<file path="src/common/pvi_defines.svh">
// Operation
// [RULE_01] Interrupt needs request, enable, mask clear
// [RULE_02] Software sets or clears enable bits freely
// [RULE_03] Software clears requests, never sets them
// [RULE_04] Software break is never suppressed
// [RULE_05] Mask flag holds off all but break
// [RULE_06] Simultaneous requests taken by fixed priority
// [RULE_07] Acceptance pushes program counter and status
// [RULE_08] Acceptance sets mask, clears accepted request
// [RULE_09] Program counter loaded from vector entry
// [RULE_10] Two-byte vectors, stepping down from FFFC
// [RULE_11] Seventeen fixed priorities, reset first, break last
// [RULE_12] Reset handled as highest priority interrupt
// [RULE_13] Bus reset after 2.5 us SE0
// [RULE_14] USB device: resume, 3 ms suspend, transaction
// [RULE_15] External pins A, B on selected edge
// [RULE_16] Counter pin on selected edge
// [RULE_17] Key request when input-pin AND falls
// [RULE_18] Each timer underflow sets its request
// [RULE_19] Bus, serial, hub, converter completions set requests
// [RULE_20] Software disables source around edge changes
// [RULE_21] Sixteen sources: four external, eleven internal, one software
// [RULE_22] Request stays set until cleared or accepted
`ifndef PVI_DEFINES_SVH
`define PVI_DEFINES_SVH
`define PVI_REG_REQ_LO 8'h00
`define PVI_REG_REQ_HI 8'h01
`define PVI_REG_EN_LO 8'h02
`define PVI_REG_EN_HI 8'h03
`define PVI_REG_EDGE 8'h04
`define PVI_REG_KEY_DIR 8'h05
`define PVI_REG_CTRL 8'h06
`define PVI_REG_ACTIVE 8'h07
`define PVI_EDGE_A 0
`define PVI_EDGE_B 1
`define PVI_EDGE_CNT 2
`define PVI_CTRL_MASK 0
`define PVI_CTRL_SUSP 1
`define PVI_VEC_TOP 16'hFFFC
`define PVI_PRIO_SWB 5'h10
`define PVI_CLK_MHZ 125
`define PVI_BUS_RESET_US_X10 25
`define PVI_BUS_RESET_CYC ((`PVI_BUS_RESET_US_X10 * `PVI_CLK_MHZ + 9) / 10)
`define PVI_SUSPEND_MS 3
`define PVI_SUSPEND_CYC (`PVI_SUSPEND_MS * `PVI_CLK_MHZ * 1000)
`endif

</file>
<file path="src/common/pvi_pkg.sv">
package pvi_pkg;
   typedef enum logic [2:0] {
      PVI_IDLE, PVI_PUSH_PCH, PVI_PUSH_PCL, PVI_PUSH_PS, PVI_FETCH_LO, PVI_FETCH_HI, PVI_LOAD
   } pvi_state_e;
   // Pins: [7:0] key port, 8 ext a, 9 ext b, 10 counter, 11 se0, 12 K state, 13 J idle
   typedef logic [13:0] pvi_pins_t;
   typedef logic [14:0] pvi_src_t;
   typedef struct packed {
      logic timer_x;
      logic timer_1;
      logic timer_2;
      logic sof;
      logic xact_done;
      logic exb_done;
      logic hub_change;
      logic rx_done;
      logic tx_done;
      logic adc_done;
   } pvi_events_s;
   typedef struct packed {
      logic push_stb;
      logic [7:0] push_data;
      logic mem_rd;
      logic [15:0] mem_addr;
      logic pc_load;
      logic [15:0] pc_new;
   } pvi_cpu_s;
   typedef struct packed {
      pvi_pins_t pin_s1;
      pvi_pins_t pin_s2;
      pvi_pins_t pin_d;
      pvi_src_t req;
      pvi_src_t en;
      logic [2:0] edge_sel;
      logic [7:0] key_dir;
      logic mask;
      logic swb_pend;
      logic rst_pend;
      logic suspended;
      logic [8:0] se0_cnt;
      logic [19:0] idle_cnt;
      pvi_state_e state;
      logic [4:0] cur_prio;
      logic [7:0] vec_lo;
      logic [15:0] pc_save;
      logic [7:0] ps_save;
      logic [7:0] rdata;
      pvi_cpu_s cpu;
   } pvi_state_s;
endpackage

</file>
<file path="src/design/pvi_unit.sv">
// The register offsets and the address-and-strobe port were left to the implementer.
`include "pvi_defines.svh"
module pvi_unit import pvi_pkg::*; #(
   parameter logic [19:0] SUSPEND_CYC = 20'(`PVI_SUSPEND_CYC)
) (
   // Clock and reset
   input wire logic clk,
   input wire logic resetn,
   // Register port
   input wire logic [7:0] reg_addr,
   input wire logic [7:0] reg_wdata,
   input wire logic reg_wr,
   input wire logic reg_rd,
   output logic [7:0] reg_rdata,
   // Pins from outside the clock domain
   input wire logic [7:0] key_wake_port,
   input wire logic ext_irq_a,
   input wire logic ext_irq_b,
   input wire logic counter_pin,
   input wire logic usb_se0,
   input wire logic usb_k_state,
   input wire logic usb_j_idle,
   // Peripheral events, one-cycle pulses
   input wire pvi_events_s events,
   // CPU core
   input wire logic cpu_boundary,
   input wire logic software_break_op,
   input wire logic [15:0] cpu_pc,
   input wire logic [7:0] cpu_ps,
   input wire logic [7:0] mem_rdata,
   output logic cpu_irq,
   output pvi_cpu_s cpu_out
);
   localparam logic [8:0] BUS_RESET_CYC = 9'(`PVI_BUS_RESET_CYC);

   logic [1:0] rsync_r;
   logic rst_n_i;
   pvi_state_s r;
   pvi_state_s r_nxt;
   pvi_src_t ev;
   pvi_src_t qual;
   logic take;
   logic [4:0] first_idx;
   logic a_fall;
   logic b_fall;
   logic c_fall;
   logic key_and_now;
   logic key_and_prev;

   function automatic logic [4:0] pvi_first(input pvi_src_t v);
      logic [4:0] idx;
      idx = 5'h0F;
      for (int i = 14; i >= 0; i--) begin
         if (v[i]) begin
            idx = 5'(i);
         end
      end
      return idx;
   endfunction

   function automatic logic pvi_edge(input logic now, input logic prev, input logic falling);
      return falling ? (prev & ~now) : (now & ~prev);
   endfunction

   // Reset is released through two flops so every flop leaves reset on the same edge
   always_ff @(posedge clk or negedge resetn) begin
      if (!resetn) begin
         rsync_r <= 2'b00;
      end else begin
         rsync_r <= {rsync_r[0], 1'b1};
      end
   end
   assign rst_n_i = rsync_r[1];

   assign qual = r.req & r.en;
   assign cpu_irq = (|qual) & ~r.mask; // [RULE_01] [RULE_05]
   assign first_idx = pvi_first(qual);
   assign reg_rdata = r.rdata;
   assign cpu_out = r.cpu;
   assign key_and_now = &(r.pin_s2[7:0] | r.key_dir);
   assign key_and_prev = &(r.pin_d[7:0] | r.key_dir);
   assign a_fall = r.edge_sel[`PVI_EDGE_A];
   assign b_fall = r.edge_sel[`PVI_EDGE_B];
   assign c_fall = r.edge_sel[`PVI_EDGE_CNT];
   // Break is taken whatever the mask says; maskable sources only when clear
   assign take = cpu_boundary & ~r.cpu.pc_load & (r.state == PVI_IDLE)
      & (r.rst_pend | r.swb_pend | cpu_irq); // [RULE_04] [RULE_05]

   always_comb begin
      ev = '0;
      ev[0] = r.pin_s2[11] & (r.se0_cnt == BUS_RESET_CYC - 9'h001); // [RULE_13]
      ev[1] = events.sof;
      // Suspend on idle time-out, resume on K or SE0 while suspended, or transaction done
      ev[2] = (r.pin_s2[13] & (r.idle_cnt == SUSPEND_CYC - 20'h0_0001))
         | (r.suspended & ((r.pin_s2[12] & ~r.pin_d[12]) | (r.pin_s2[11] & ~r.pin_d[11])))
         | events.xact_done; // [RULE_14]
      ev[3] = events.exb_done; // [RULE_19]
      ev[4] = pvi_edge(r.pin_s2[8], r.pin_d[8], a_fall); // [RULE_15]
      ev[5] = events.timer_x; // [RULE_18]
      ev[6] = events.timer_1; // [RULE_18]
      ev[7] = events.timer_2; // [RULE_18]
      ev[8] = pvi_edge(r.pin_s2[9], r.pin_d[9], b_fall); // [RULE_15]
      ev[9] = events.hub_change; // [RULE_19]
      ev[10] = events.rx_done; // [RULE_19]
      ev[11] = events.tx_done; // [RULE_19]
      ev[12] = pvi_edge(r.pin_s2[10], r.pin_d[10], c_fall); // [RULE_16]
      ev[13] = key_and_prev & ~key_and_now; // [RULE_17]
      ev[14] = events.adc_done; // [RULE_19]
   end

   always_comb begin
      pvi_src_t clr;
      clr = '1;
      r_nxt = r;
      r_nxt.rdata = 8'h00;
      r_nxt.cpu.push_stb = 1'b0;
      r_nxt.cpu.mem_rd = 1'b0;
      r_nxt.cpu.pc_load = 1'b0;
      // Pin synchronisers; only the second stage and its delayed copy in pin_d feed logic
      r_nxt.pin_s1 = {usb_j_idle, usb_k_state, usb_se0, counter_pin, ext_irq_b, ext_irq_a, key_wake_port};
      r_nxt.pin_s2 = r.pin_s1;
      r_nxt.pin_d = r.pin_s2;
      // SE0 and idle timers saturate so each stretch raises one request
      if (r.pin_s2[11]) begin
         if (r.se0_cnt != BUS_RESET_CYC) begin
            r_nxt.se0_cnt = r.se0_cnt + 9'h001;
         end
      end else begin
         r_nxt.se0_cnt = 9'h000;
      end
      if (r.pin_s2[13]) begin
         if (r.idle_cnt != SUSPEND_CYC) begin
            r_nxt.idle_cnt = r.idle_cnt + 20'h0_0001;
         end
      end else begin
         r_nxt.idle_cnt = 20'h0_0000;
      end
      if (r.pin_s2[13] & (r.idle_cnt == SUSPEND_CYC - 20'h0_0001)) begin
         r_nxt.suspended = 1'b1;
      end else if (r.suspended & (r.pin_s2[12] | r.pin_s2[11])) begin
         r_nxt.suspended = 1'b0;
      end
      // Register writes
      if (reg_wr) begin
         if (reg_addr == `PVI_REG_REQ_LO) begin
            clr[7:0] = reg_wdata; // [RULE_03]
         end else if (reg_addr == `PVI_REG_REQ_HI) begin
            clr[14:8] = reg_wdata[6:0]; // [RULE_03]
         end else if (reg_addr == `PVI_REG_EN_LO) begin
            r_nxt.en[7:0] = reg_wdata; // [RULE_02]
         end else if (reg_addr == `PVI_REG_EN_HI) begin
            r_nxt.en[14:8] = reg_wdata[6:0]; // [RULE_02]
         end else if (reg_addr == `PVI_REG_EDGE) begin
            r_nxt.edge_sel = reg_wdata[2:0];
         end else if (reg_addr == `PVI_REG_KEY_DIR) begin
            r_nxt.key_dir = reg_wdata;
         end else if (reg_addr == `PVI_REG_CTRL) begin
            r_nxt.mask = reg_wdata[`PVI_CTRL_MASK];
         end
      end
      // Register reads, data in the following cycle only
      if (reg_rd) begin
         if (reg_addr == `PVI_REG_REQ_LO) begin
            r_nxt.rdata = r.req[7:0];
         end else if (reg_addr == `PVI_REG_REQ_HI) begin
            r_nxt.rdata = {1'b0, r.req[14:8]};
         end else if (reg_addr == `PVI_REG_EN_LO) begin
            r_nxt.rdata = r.en[7:0];
         end else if (reg_addr == `PVI_REG_EN_HI) begin
            r_nxt.rdata = {1'b0, r.en[14:8]};
         end else if (reg_addr == `PVI_REG_EDGE) begin
            r_nxt.rdata = {5'h00, r.edge_sel};
         end else if (reg_addr == `PVI_REG_KEY_DIR) begin
            r_nxt.rdata = r.key_dir;
         end else if (reg_addr == `PVI_REG_CTRL) begin
            r_nxt.rdata = {6'h00, r.suspended, r.mask};
         end else if (reg_addr == `PVI_REG_ACTIVE) begin
            r_nxt.rdata = {3'h0, r.cur_prio};
         end
      end
      // Acceptance and the stacking and vector sequence
      case (r.state)
         PVI_IDLE: begin
            if (take) begin
               r_nxt.mask = 1'b1; // [RULE_08]
               r_nxt.pc_save = cpu_pc;
               r_nxt.ps_save = cpu_ps;
               if (r.rst_pend) begin
                  r_nxt.rst_pend = 1'b0;
                  r_nxt.cur_prio = 5'h00; // [RULE_12]
                  r_nxt.cpu.mem_rd = 1'b1;
                  r_nxt.cpu.mem_addr = `PVI_VEC_TOP; // [RULE_10]
                  r_nxt.state = PVI_FETCH_LO;
               end else begin
                  if (cpu_irq) begin
                     r_nxt.cur_prio = first_idx + 5'h01; // [RULE_06] [RULE_11]
                     clr[first_idx[3:0]] = 1'b0; // [RULE_08]
                  end else begin
                     r_nxt.cur_prio = `PVI_PRIO_SWB; // [RULE_04]
                     r_nxt.swb_pend = 1'b0;
                  end
                  r_nxt.cpu.push_stb = 1'b1;
                  r_nxt.cpu.push_data = cpu_pc[15:8]; // [RULE_07]
                  r_nxt.state = PVI_PUSH_PCH;
               end
            end
         end
         PVI_PUSH_PCH: begin
            r_nxt.cpu.push_stb = 1'b1;
            r_nxt.cpu.push_data = r.pc_save[7:0]; // [RULE_07]
            r_nxt.state = PVI_PUSH_PCL;
         end
         PVI_PUSH_PCL: begin
            r_nxt.cpu.push_stb = 1'b1;
            r_nxt.cpu.push_data = r.ps_save; // [RULE_07]
            r_nxt.state = PVI_PUSH_PS;
         end
         PVI_PUSH_PS: begin
            r_nxt.cpu.mem_rd = 1'b1;
            r_nxt.cpu.mem_addr = `PVI_VEC_TOP - {10'h000, r.cur_prio, 1'b0}; // [RULE_10] [RULE_11]
            r_nxt.state = PVI_FETCH_LO;
         end
         PVI_FETCH_LO: begin
            // High byte sits at the odd address just above the low byte
            r_nxt.cpu.mem_rd = 1'b1;
            r_nxt.cpu.mem_addr = r.cpu.mem_addr | 16'h0001; // [RULE_10]
            r_nxt.state = PVI_FETCH_HI;
         end
         PVI_FETCH_HI: begin
            r_nxt.vec_lo = mem_rdata;
            r_nxt.state = PVI_LOAD;
         end
         PVI_LOAD: begin
            r_nxt.cpu.pc_load = 1'b1;
            r_nxt.cpu.pc_new = {mem_rdata, r.vec_lo}; // [RULE_09]
            r_nxt.state = PVI_IDLE;
         end
         default: begin
            r_nxt.state = PVI_IDLE;
         end
      endcase
      // A new event beats a clear in the same cycle, so nothing is lost
      r_nxt.req = (r.req & clr) | ev; // [RULE_03] [RULE_22] [RULE_21]
      if (software_break_op) begin
         r_nxt.swb_pend = 1'b1;
      end
   end

   always_ff @(posedge clk or negedge rst_n_i) begin
      if (!rst_n_i) begin
         r <= '{state: PVI_IDLE, rst_pend: 1'b1, mask: 1'b1, default: '0}; // [RULE_12]
      end else begin
         r <= r_nxt;
      end
   end
endmodule

</file>
<file path="config.mk">
export PLATFORM = sky130hd
export DESIGN_NAME = pvi_unit
export DESIGN_NICKNAME = d
export VERILOG_FILES = /design/src/common/pvi_pkg.sv /design/src/design/pvi_unit.sv
export VERILOG_INCLUDE_DIRS = /design/src /design/src/common
export SDC_FILE = /design/constraint.sdc
export NUM_CORES = 1
export LEC_CHECK = 0
export BUFFER_PORTS_ARGS = -buffer_cell sky130_fd_sc_hd__buf_2
export CORE_MARGIN = 1
export CORE_UTILIZATION = 52
export CTS_BUF_LIST = sky130_fd_sc_hd__clkbuf_4 sky130_fd_sc_hd__clkbuf_8 sky130_fd_sc_hd__clkbuf_16
export DETAILED_ROUTE_END_ITERATION = 16
export HOLD_SLACK_MARGIN = 0.08
export PLACE_DENSITY = 0.86
export SLEW_MARGIN = 20
export SYNTH_ARGS = -nofsm -noshare
export SYNTH_HDL_FRONTEND = slang
export SYNTH_SLANG_ARGS = --single-unit
export TNS_END_PERCENT = 10
</file>
<file path="constraint.sdc">
create_clock -name clk -period 5.8 [get_ports clk]
set_input_delay 0.29 -clock clk [delete_from_list [all_inputs] [get_ports clk]]
set_output_delay 0.29 -clock clk [all_outputs]
set_load 0.01 [all_outputs]
</file>
==> flow_metrics.env, run 1 <==
export IMPL_status="completed"
export IMPL_endpoint_kind="flop"
export IMPL_dp_hpwl_mm=13.5
export IMPL_grt_pass1_vias=6120
export IMPL_p_seq_share_pct=46.3
export IMPL_cts_sinks=192
export IMPL_post_cts_buffers=0
export IMPL_rr_endpoint="r[59]"
export IMPL_leakagePower_nw=4.60
export IMPL_seq_area_frac_synth_pct=54.8
export IMPL_grt_pass1_wl_mm=31.5
export IMPL_drc=0
export IMPL_rows=47
export IMPL_dpl_cell_area_sq_mm=0.00922
export IMPL_cts_max_level=4
export IMPL_drt_first_pass_iters=5
export IMPL_ys_async_sr_fraction_pct=100
export IMPL_reg2reg_depth=5
export IMPL_avgViaCountPerCell=5.68
export IMPL_switching_share_pct=30.1
export IMPL_start_util_pct=53.1
export IMPL_avgSynthCellArea_sq_um=11.5
export IMPL_power_mw=3.81
export IMPL_fin_area_sq_mm=0.0101
export IMPL_place_congestion=0.922
export IMPL_tightest_slew_ns=0.938
export IMPL_fin_skew_ns=0.00691
export IMPL_clkTransAtPathRegs_ns=0.07
export IMPL_synth_edf_count=0
export IMPL_p_int_mw=2.66
export IMPL_cts_buffers=17
export IMPL_finalNetCount=954
export IMPL_die_y_um=132
export IMPL_first_iter_violations=603
export IMPL_syn_inst=764
export IMPL_min_path_type="input port to flop"
export IMPL_holdWs_ns=0.0931
export IMPL_setup_viol=0
export IMPL_die_w_um=132
export IMPL_crit_fanout=20
export IMPL_wl_per_cell_um=17.5
export IMPL_cts_root_buf="clkbuf_16"
export IMPL_diodes=0
export IMPL_cts_tree="done"
export IMPL_io_buffers=129
export IMPL_netlist_area_sq_mm=0.00878
export IMPL_ios=130
export IMPL_synth_cell_type_count=63
export IMPL_wirelength_mm=19.2
export IMPL_p_comb_share_pct=23.0
export IMPL_grt_use_total_pct=23.3
export IMPL_min_path_cells=2
export IMPL_reg2reg_from="r[137]"
export IMPL_area_growth_pct=15.3
export IMPL_grt_max_degree=80
export IMPL_synth_nets=850
export IMPL_power_density_mw_per_mm2=376
export IMPL_drive_above_1_share_pct=28.0
export IMPL_min_period_over_period_pct=46.3
export IMPL_ys_warn_count=0
export IMPL_drv_slew=0
export IMPL_layout_cells_non_filler=1101
export IMPL_slew_headroom_pct=37.5
export IMPL_postRouteAntennaNets=0
export IMPL_core_sq_mm=0.0165
export IMPL_dp_slack_ns=3.21
export IMPL_fin_crit_ns=2.69
export IMPL_hold_violations=0
export IMPL_num_vias=6253
export IMPL_dpl_cell_count=1039
export IMPL_max_freq_mhz=372
export IMPL_power_frac_clock_pct=30.6
export IMPL_synth_seq_cells=192
export IMPL_worstPathArrival_ns=3.01
export IMPL_ys_flop_type="dfrtp_1"
export IMPL_dieArea_sq_mm=0.0174
export IMPL_final_util_pct=61.3
export IMPL_path_class="flop to flop"
export IMPL_reg2reg_slack_ns=3.11
export IMPL_holdPathEnd="r[64]"
export IMPL_cp_start_kind="flop"
export IMPL_hp_start="cpu_pc[5]"
export IMPL_grt_overflow=0
export IMPL_fin_ws_ns=3.11
export IMPL_fin_setup_tns_ns=0
export IMPL_clk_insertion_delay_late_ns=0.44
export IMPL_cp_required_ns=6.12
export IMPL_cts_buffer_depth=2
export IMPL_maxCapViolations=0
export IMPL_rsz0062_at_grt="no"
export IMPL_antenna_found_initial=0
export IMPL_ir_worst_vdd_v=0.000222
export IMPL_switchingPower_mw=1.15
## cells in the mapped netlist, types with 8 or more instances
cell	n	area share (%)
dfrtp_1	190	54
mux2_2	68	8.7
buf_4	54	4.6
nor2_1	47	2.0
nand2_1	39	1.7
a21oi_1	37	2.1
o21ai_0	26	1.5
and2_1	20	1.4
nand3_1	20	1.1
xnor2_1	20	2.0
clkbuf_1	19	0.81
a22oi_1	16	1.4
inv_1	16	0.68
nor2b_1	16	1.1
o22ai_1	16	1.1
nand2b_1	14	1.0
and3_1	12	0.86
mux2i_1	10	1.1
ha_1	8	1.1
o221ai_1	8	0.80
## power by group through the flow
stage               Combinational, mW  Sequential [mW]  Clock (mW)
floorplan                       0.776             1.73           0
global route                    0.960             1.80        1.24
finish                          0.878             1.77        1.17
global placement                0.815             1.77           0
detailed placement              0.849             1.79           0
CTS                             0.875             1.77        1.19
## worst max-delay path: stages, from the launching register on
cell      delay (ns)
dfrtp_1         0.42
a222oi_1        0.51
and4b_1         0.32
a21oi_2         0.13
o31ai_4         0.77
mux2_2          0.43
## how the worst max path moves through the flow
stage,start,slack (ns),end
6_report,r[137],3.11,r[59]
2_1_floorplan,rsync_r[1],0.06,a_fall
4_1_cts,r[137],3.18,r[59]
5_1_grt,r[152],2.94,r[59]
3_5_place_dp,r[137],3.21,r[59]
3_3_place_gp,r[137],3.26,r[53]
## cells by family (layout without fill, tap and decap cells)
logic type	Yosys count	in the layout	share of synthesized area (%)
DFF	192	192	54.8
adders and majority gates	8	8	1.14
buffers and inverters	93	210	6.47
muxes	78	78	9.86
AOI/OAI and AO/OA	148	148	11.2
other	1	1	0.0427
xor gates and xnor gates	27	27	2.69
and+or+nand+nor	217	217	13.8
## final cells by class
class	instances	area [sq um]
fill	1262	6400
tap	220	275
inverter	16	60.1
multi-input combinational	479	3400
timing repair buffer	162	986
sequential	192	4810
clock buffer	18	433
clock inverter	14	156
## cells in the final DEF (no fill, tap or decap), types with 26 or more instances in the layout
| cell | count |
|---|---|
| nand2_1 | 39 |
| mux2_2 | 68 |
| o21ai_0 | 26 |
| dlygate4sd3_1 | 29 |
| buf_2 | 129 |
| dfrtp_1 | 189 |
| nor2_1 | 47 |
| a21oi_1 | 37 |
## routing by layer
layer / GRT usage [%] / up-vias / wire length, um
li1: - / 2906 / -
met1: 30.2 / 3072 / 8050
met2: 37.5 / 229 / 9390
met3: 5.23 / 46 / 1210
met4: 10.5 / 0 / 582
met5: 0 / - / 0
## registers in the layout, indices dropped and copies added (netlist names)
signal,flops
r,144
cpu_out,35
c_fall,1
a_fall,1
b_fall,1
rsync_r,2
reg_rdata,8
## repair_timing
item	4_1_cts	5_1_grt
hold endpoints to repair	30	0
resized for setup	0	0
hold buffers	29	0
Note: power is estimated with default switching activity, not from simulation.
==> inputs of run 2 (changes only) <==
==> constraint.sdc (replaced) <==
create_clock -name clk -period 2.3 [get_ports clk]
set_input_delay 0.115 -clock clk [delete_from_list [all_inputs] [get_ports clk]]
set_output_delay 0.115 -clock clk [all_outputs]
set_load 0.01 [all_outputs]
==> flow_metrics.env, run 2 (synthesis gave the netlist of run 1 again) <==
export IMPL_min_path_cells=3
export IMPL_fin_crit_ns=2.24
export IMPL_ir_worst_vdd_v=0.000502
export IMPL_rows=47
export IMPL_io_buffers=129
export IMPL_slew_headroom_pct=51.4
export IMPL_path_cells="a222oi_1, buf_4, and4b_1, a21oi_2, o31ai_4, buf_12, mux2_2"
export IMPL_setup_viol=0
export IMPL_status="completed"
export IMPL_hold_violations=0
export IMPL_clk_insertion_delay_late_ns=0.44
export IMPL_cts_sinks=192
export IMPL_final_cell_mix="dfrtp_1 (189), buf_2 (129), mux2_2 (68), dlygate4sd3_1 (68), nor2_1 (47)"
export IMPL_diodes=0
export IMPL_leakagePower_nw=4.90
export IMPL_largest_reg_flops=144
export IMPL_maxCapViolations=0
export IMPL_dieArea_sq_mm=0.0174
export IMPL_grt_pass1_vias=6670
export IMPL_reg2reg_depth=7
export IMPL_min_path_type="input port to flop"
export IMPL_wl_per_cell_um=18.2
export IMPL_worstPathArrival_ns=2.56
export IMPL_drive_above_1_share_pct=28.8
export IMPL_holdPathEnd="r[121]"
export IMPL_postRouteAntennaNets=0
export IMPL_wirelength_mm=21.2
export IMPL_reg2reg_slack_ns=0.06
export IMPL_slowest_stage="dfrtp_1"
export IMPL_endpoint_kind="flop"
export IMPL_ios=130
export IMPL_final_util_pct=65.1
export IMPL_final_common_cell="dfrtp_1"
export IMPL_min_period_over_period_pct=97.5
export IMPL_path_class="flop to flop"
export IMPL_power_density_mw_per_mm2=923
export IMPL_grt_use_total_pct=25.7
export IMPL_grt_overflow=0
export IMPL_drc=0
export IMPL_dp_hpwl_mm=14.0
export IMPL_finalNetCount=1017
export IMPL_regMostFlops="r"
export IMPL_cts_root_buf="clkbuf_16"
export IMPL_clkTransAtPathRegs_ns=0.08
export IMPL_max_freq_mhz=446
export IMPL_rr_endpoint="r[60]"
export IMPL_cts_buffers=17
export IMPL_first_iter_violations=619
export IMPL_die_w_um=132
export IMPL_avgViaCountPerCell=5.67
export IMPL_cts_tree="done"
export IMPL_reg2reg_from="r[137]"
export IMPL_drt_first_pass_iters=5
export IMPL_core_sq_mm=0.0165
export IMPL_num_vias=6595
export IMPL_place_congestion=0.909
export IMPL_start_util_pct=53.1
export IMPL_cp_start_kind="flop"
export IMPL_max_stage_delay_ns=0.42
export IMPL_drv_slew=0
export IMPL_grt_max_degree=43
export IMPL_power_mw=9.92
export IMPL_cp_required_ns=2.62
export IMPL_grt_pass1_wl_mm=34.4
export IMPL_antenna_found_initial=0
export IMPL_area_growth_pct=22.5
export IMPL_hp_start="cpu_boundary"
export IMPL_cts_buffer_depth=2
export IMPL_die_y_um=132
export IMPL_fin_skew_ns=0.0143
export IMPL_tightest_slew_ns=0.728
export IMPL_crit_fanout=16
export IMPL_cts_max_level=4
run 2: cell count changes in the layout (fill, tap and decap cells not counted), sizes merged:
cell and delta:
clkinv -1, buf +24, clkinvlp +1, inv -2, clkbuf +2, dlygate4sd3 +39
run 2: cell type report:
cell class                      count  area, sq um
Clock buffer                       20          454
Inverter                           16         60.1
Clock inverter                     12          131
Sequential cell                   192         4810
Multi-Input combinational cell    479         3410
Fill cell                        1225         5770
Timing Repair Buffer              225         1610
Tap cell                          220          275
run 2: worst max path at each step:
stage                      start     end  slack (ns)  cells after the start
final                     r[137]   r[60]        0.06                      7
after global routing      r[137]  r[162]       -0.07                      7
after CTS                 r[137]   r[66]         0.1                      6
after detailed placement  r[137]   r[66]        0.11                      6
after global placement    r[137]   r[60]        0.14                      6
after floorplan           r[143]  r[156]        0.23                      8
run 2: metal layers:
layer | GRT usage, % | share of wire (%)
met5 | 0 | 0
met4 | 14.3 | 5.0
met3 | 5.54 | 6.1
met2 | 41.1 | 48
met1 | 32.7 | 41
run 2: critical path: cells and delay by family (launching register included):
kind | cells | cell delay, ns
flip-flops | 1 | 0.42
AND/OR/NAND/NOR | 1 | 0.25
multiplexers | 1 | 0.37
AO/OA/AOI/OAI | 3 | 0.72
buffers and inverters | 2 | 0.37
run 2: what timing repair did:
item / CTS / global route
hold buffers: 68 / 0
buffers inserted: 0 / 1
endpoints found under the hold margin: 97 / 0
endpoints found under the setup margin: 0 / 25
resized for setup: 0 / 2
run 2: through the flow:
stage | instances | hold slack (ns) | instance area, sq um | setup TNS [ns] | setup slack [ns]
4_1_cts | 1163 | 0.0858 | 10700 | 0 | 0.0974
3_5_place_dp | 1063 | -0.0953 | 9470 | 0 | 0.112
2_1_floorplan | 764 | -0.181 | 8780 | 0 | 0.231
6_report | 1164 | 0.0998 | 10800 | 0 | 0.0585
5_1_grt | 1164 | 0.0931 | 10800 | -0.521 | -0.0669
3_3_place_gp | 1063 | -0.0979 | 9470 | 0 | 0.141
run 2: report_power, final:
| part | switching, mW | internal [mW] | total (mW) |
|---|---|---|---|
| sequential | 0.410 | 4.01 | 4.42 |
| combinational | 1.30 | 1.25 | 2.54 |
| clock | 1.29 | 1.66 | 2.95 |
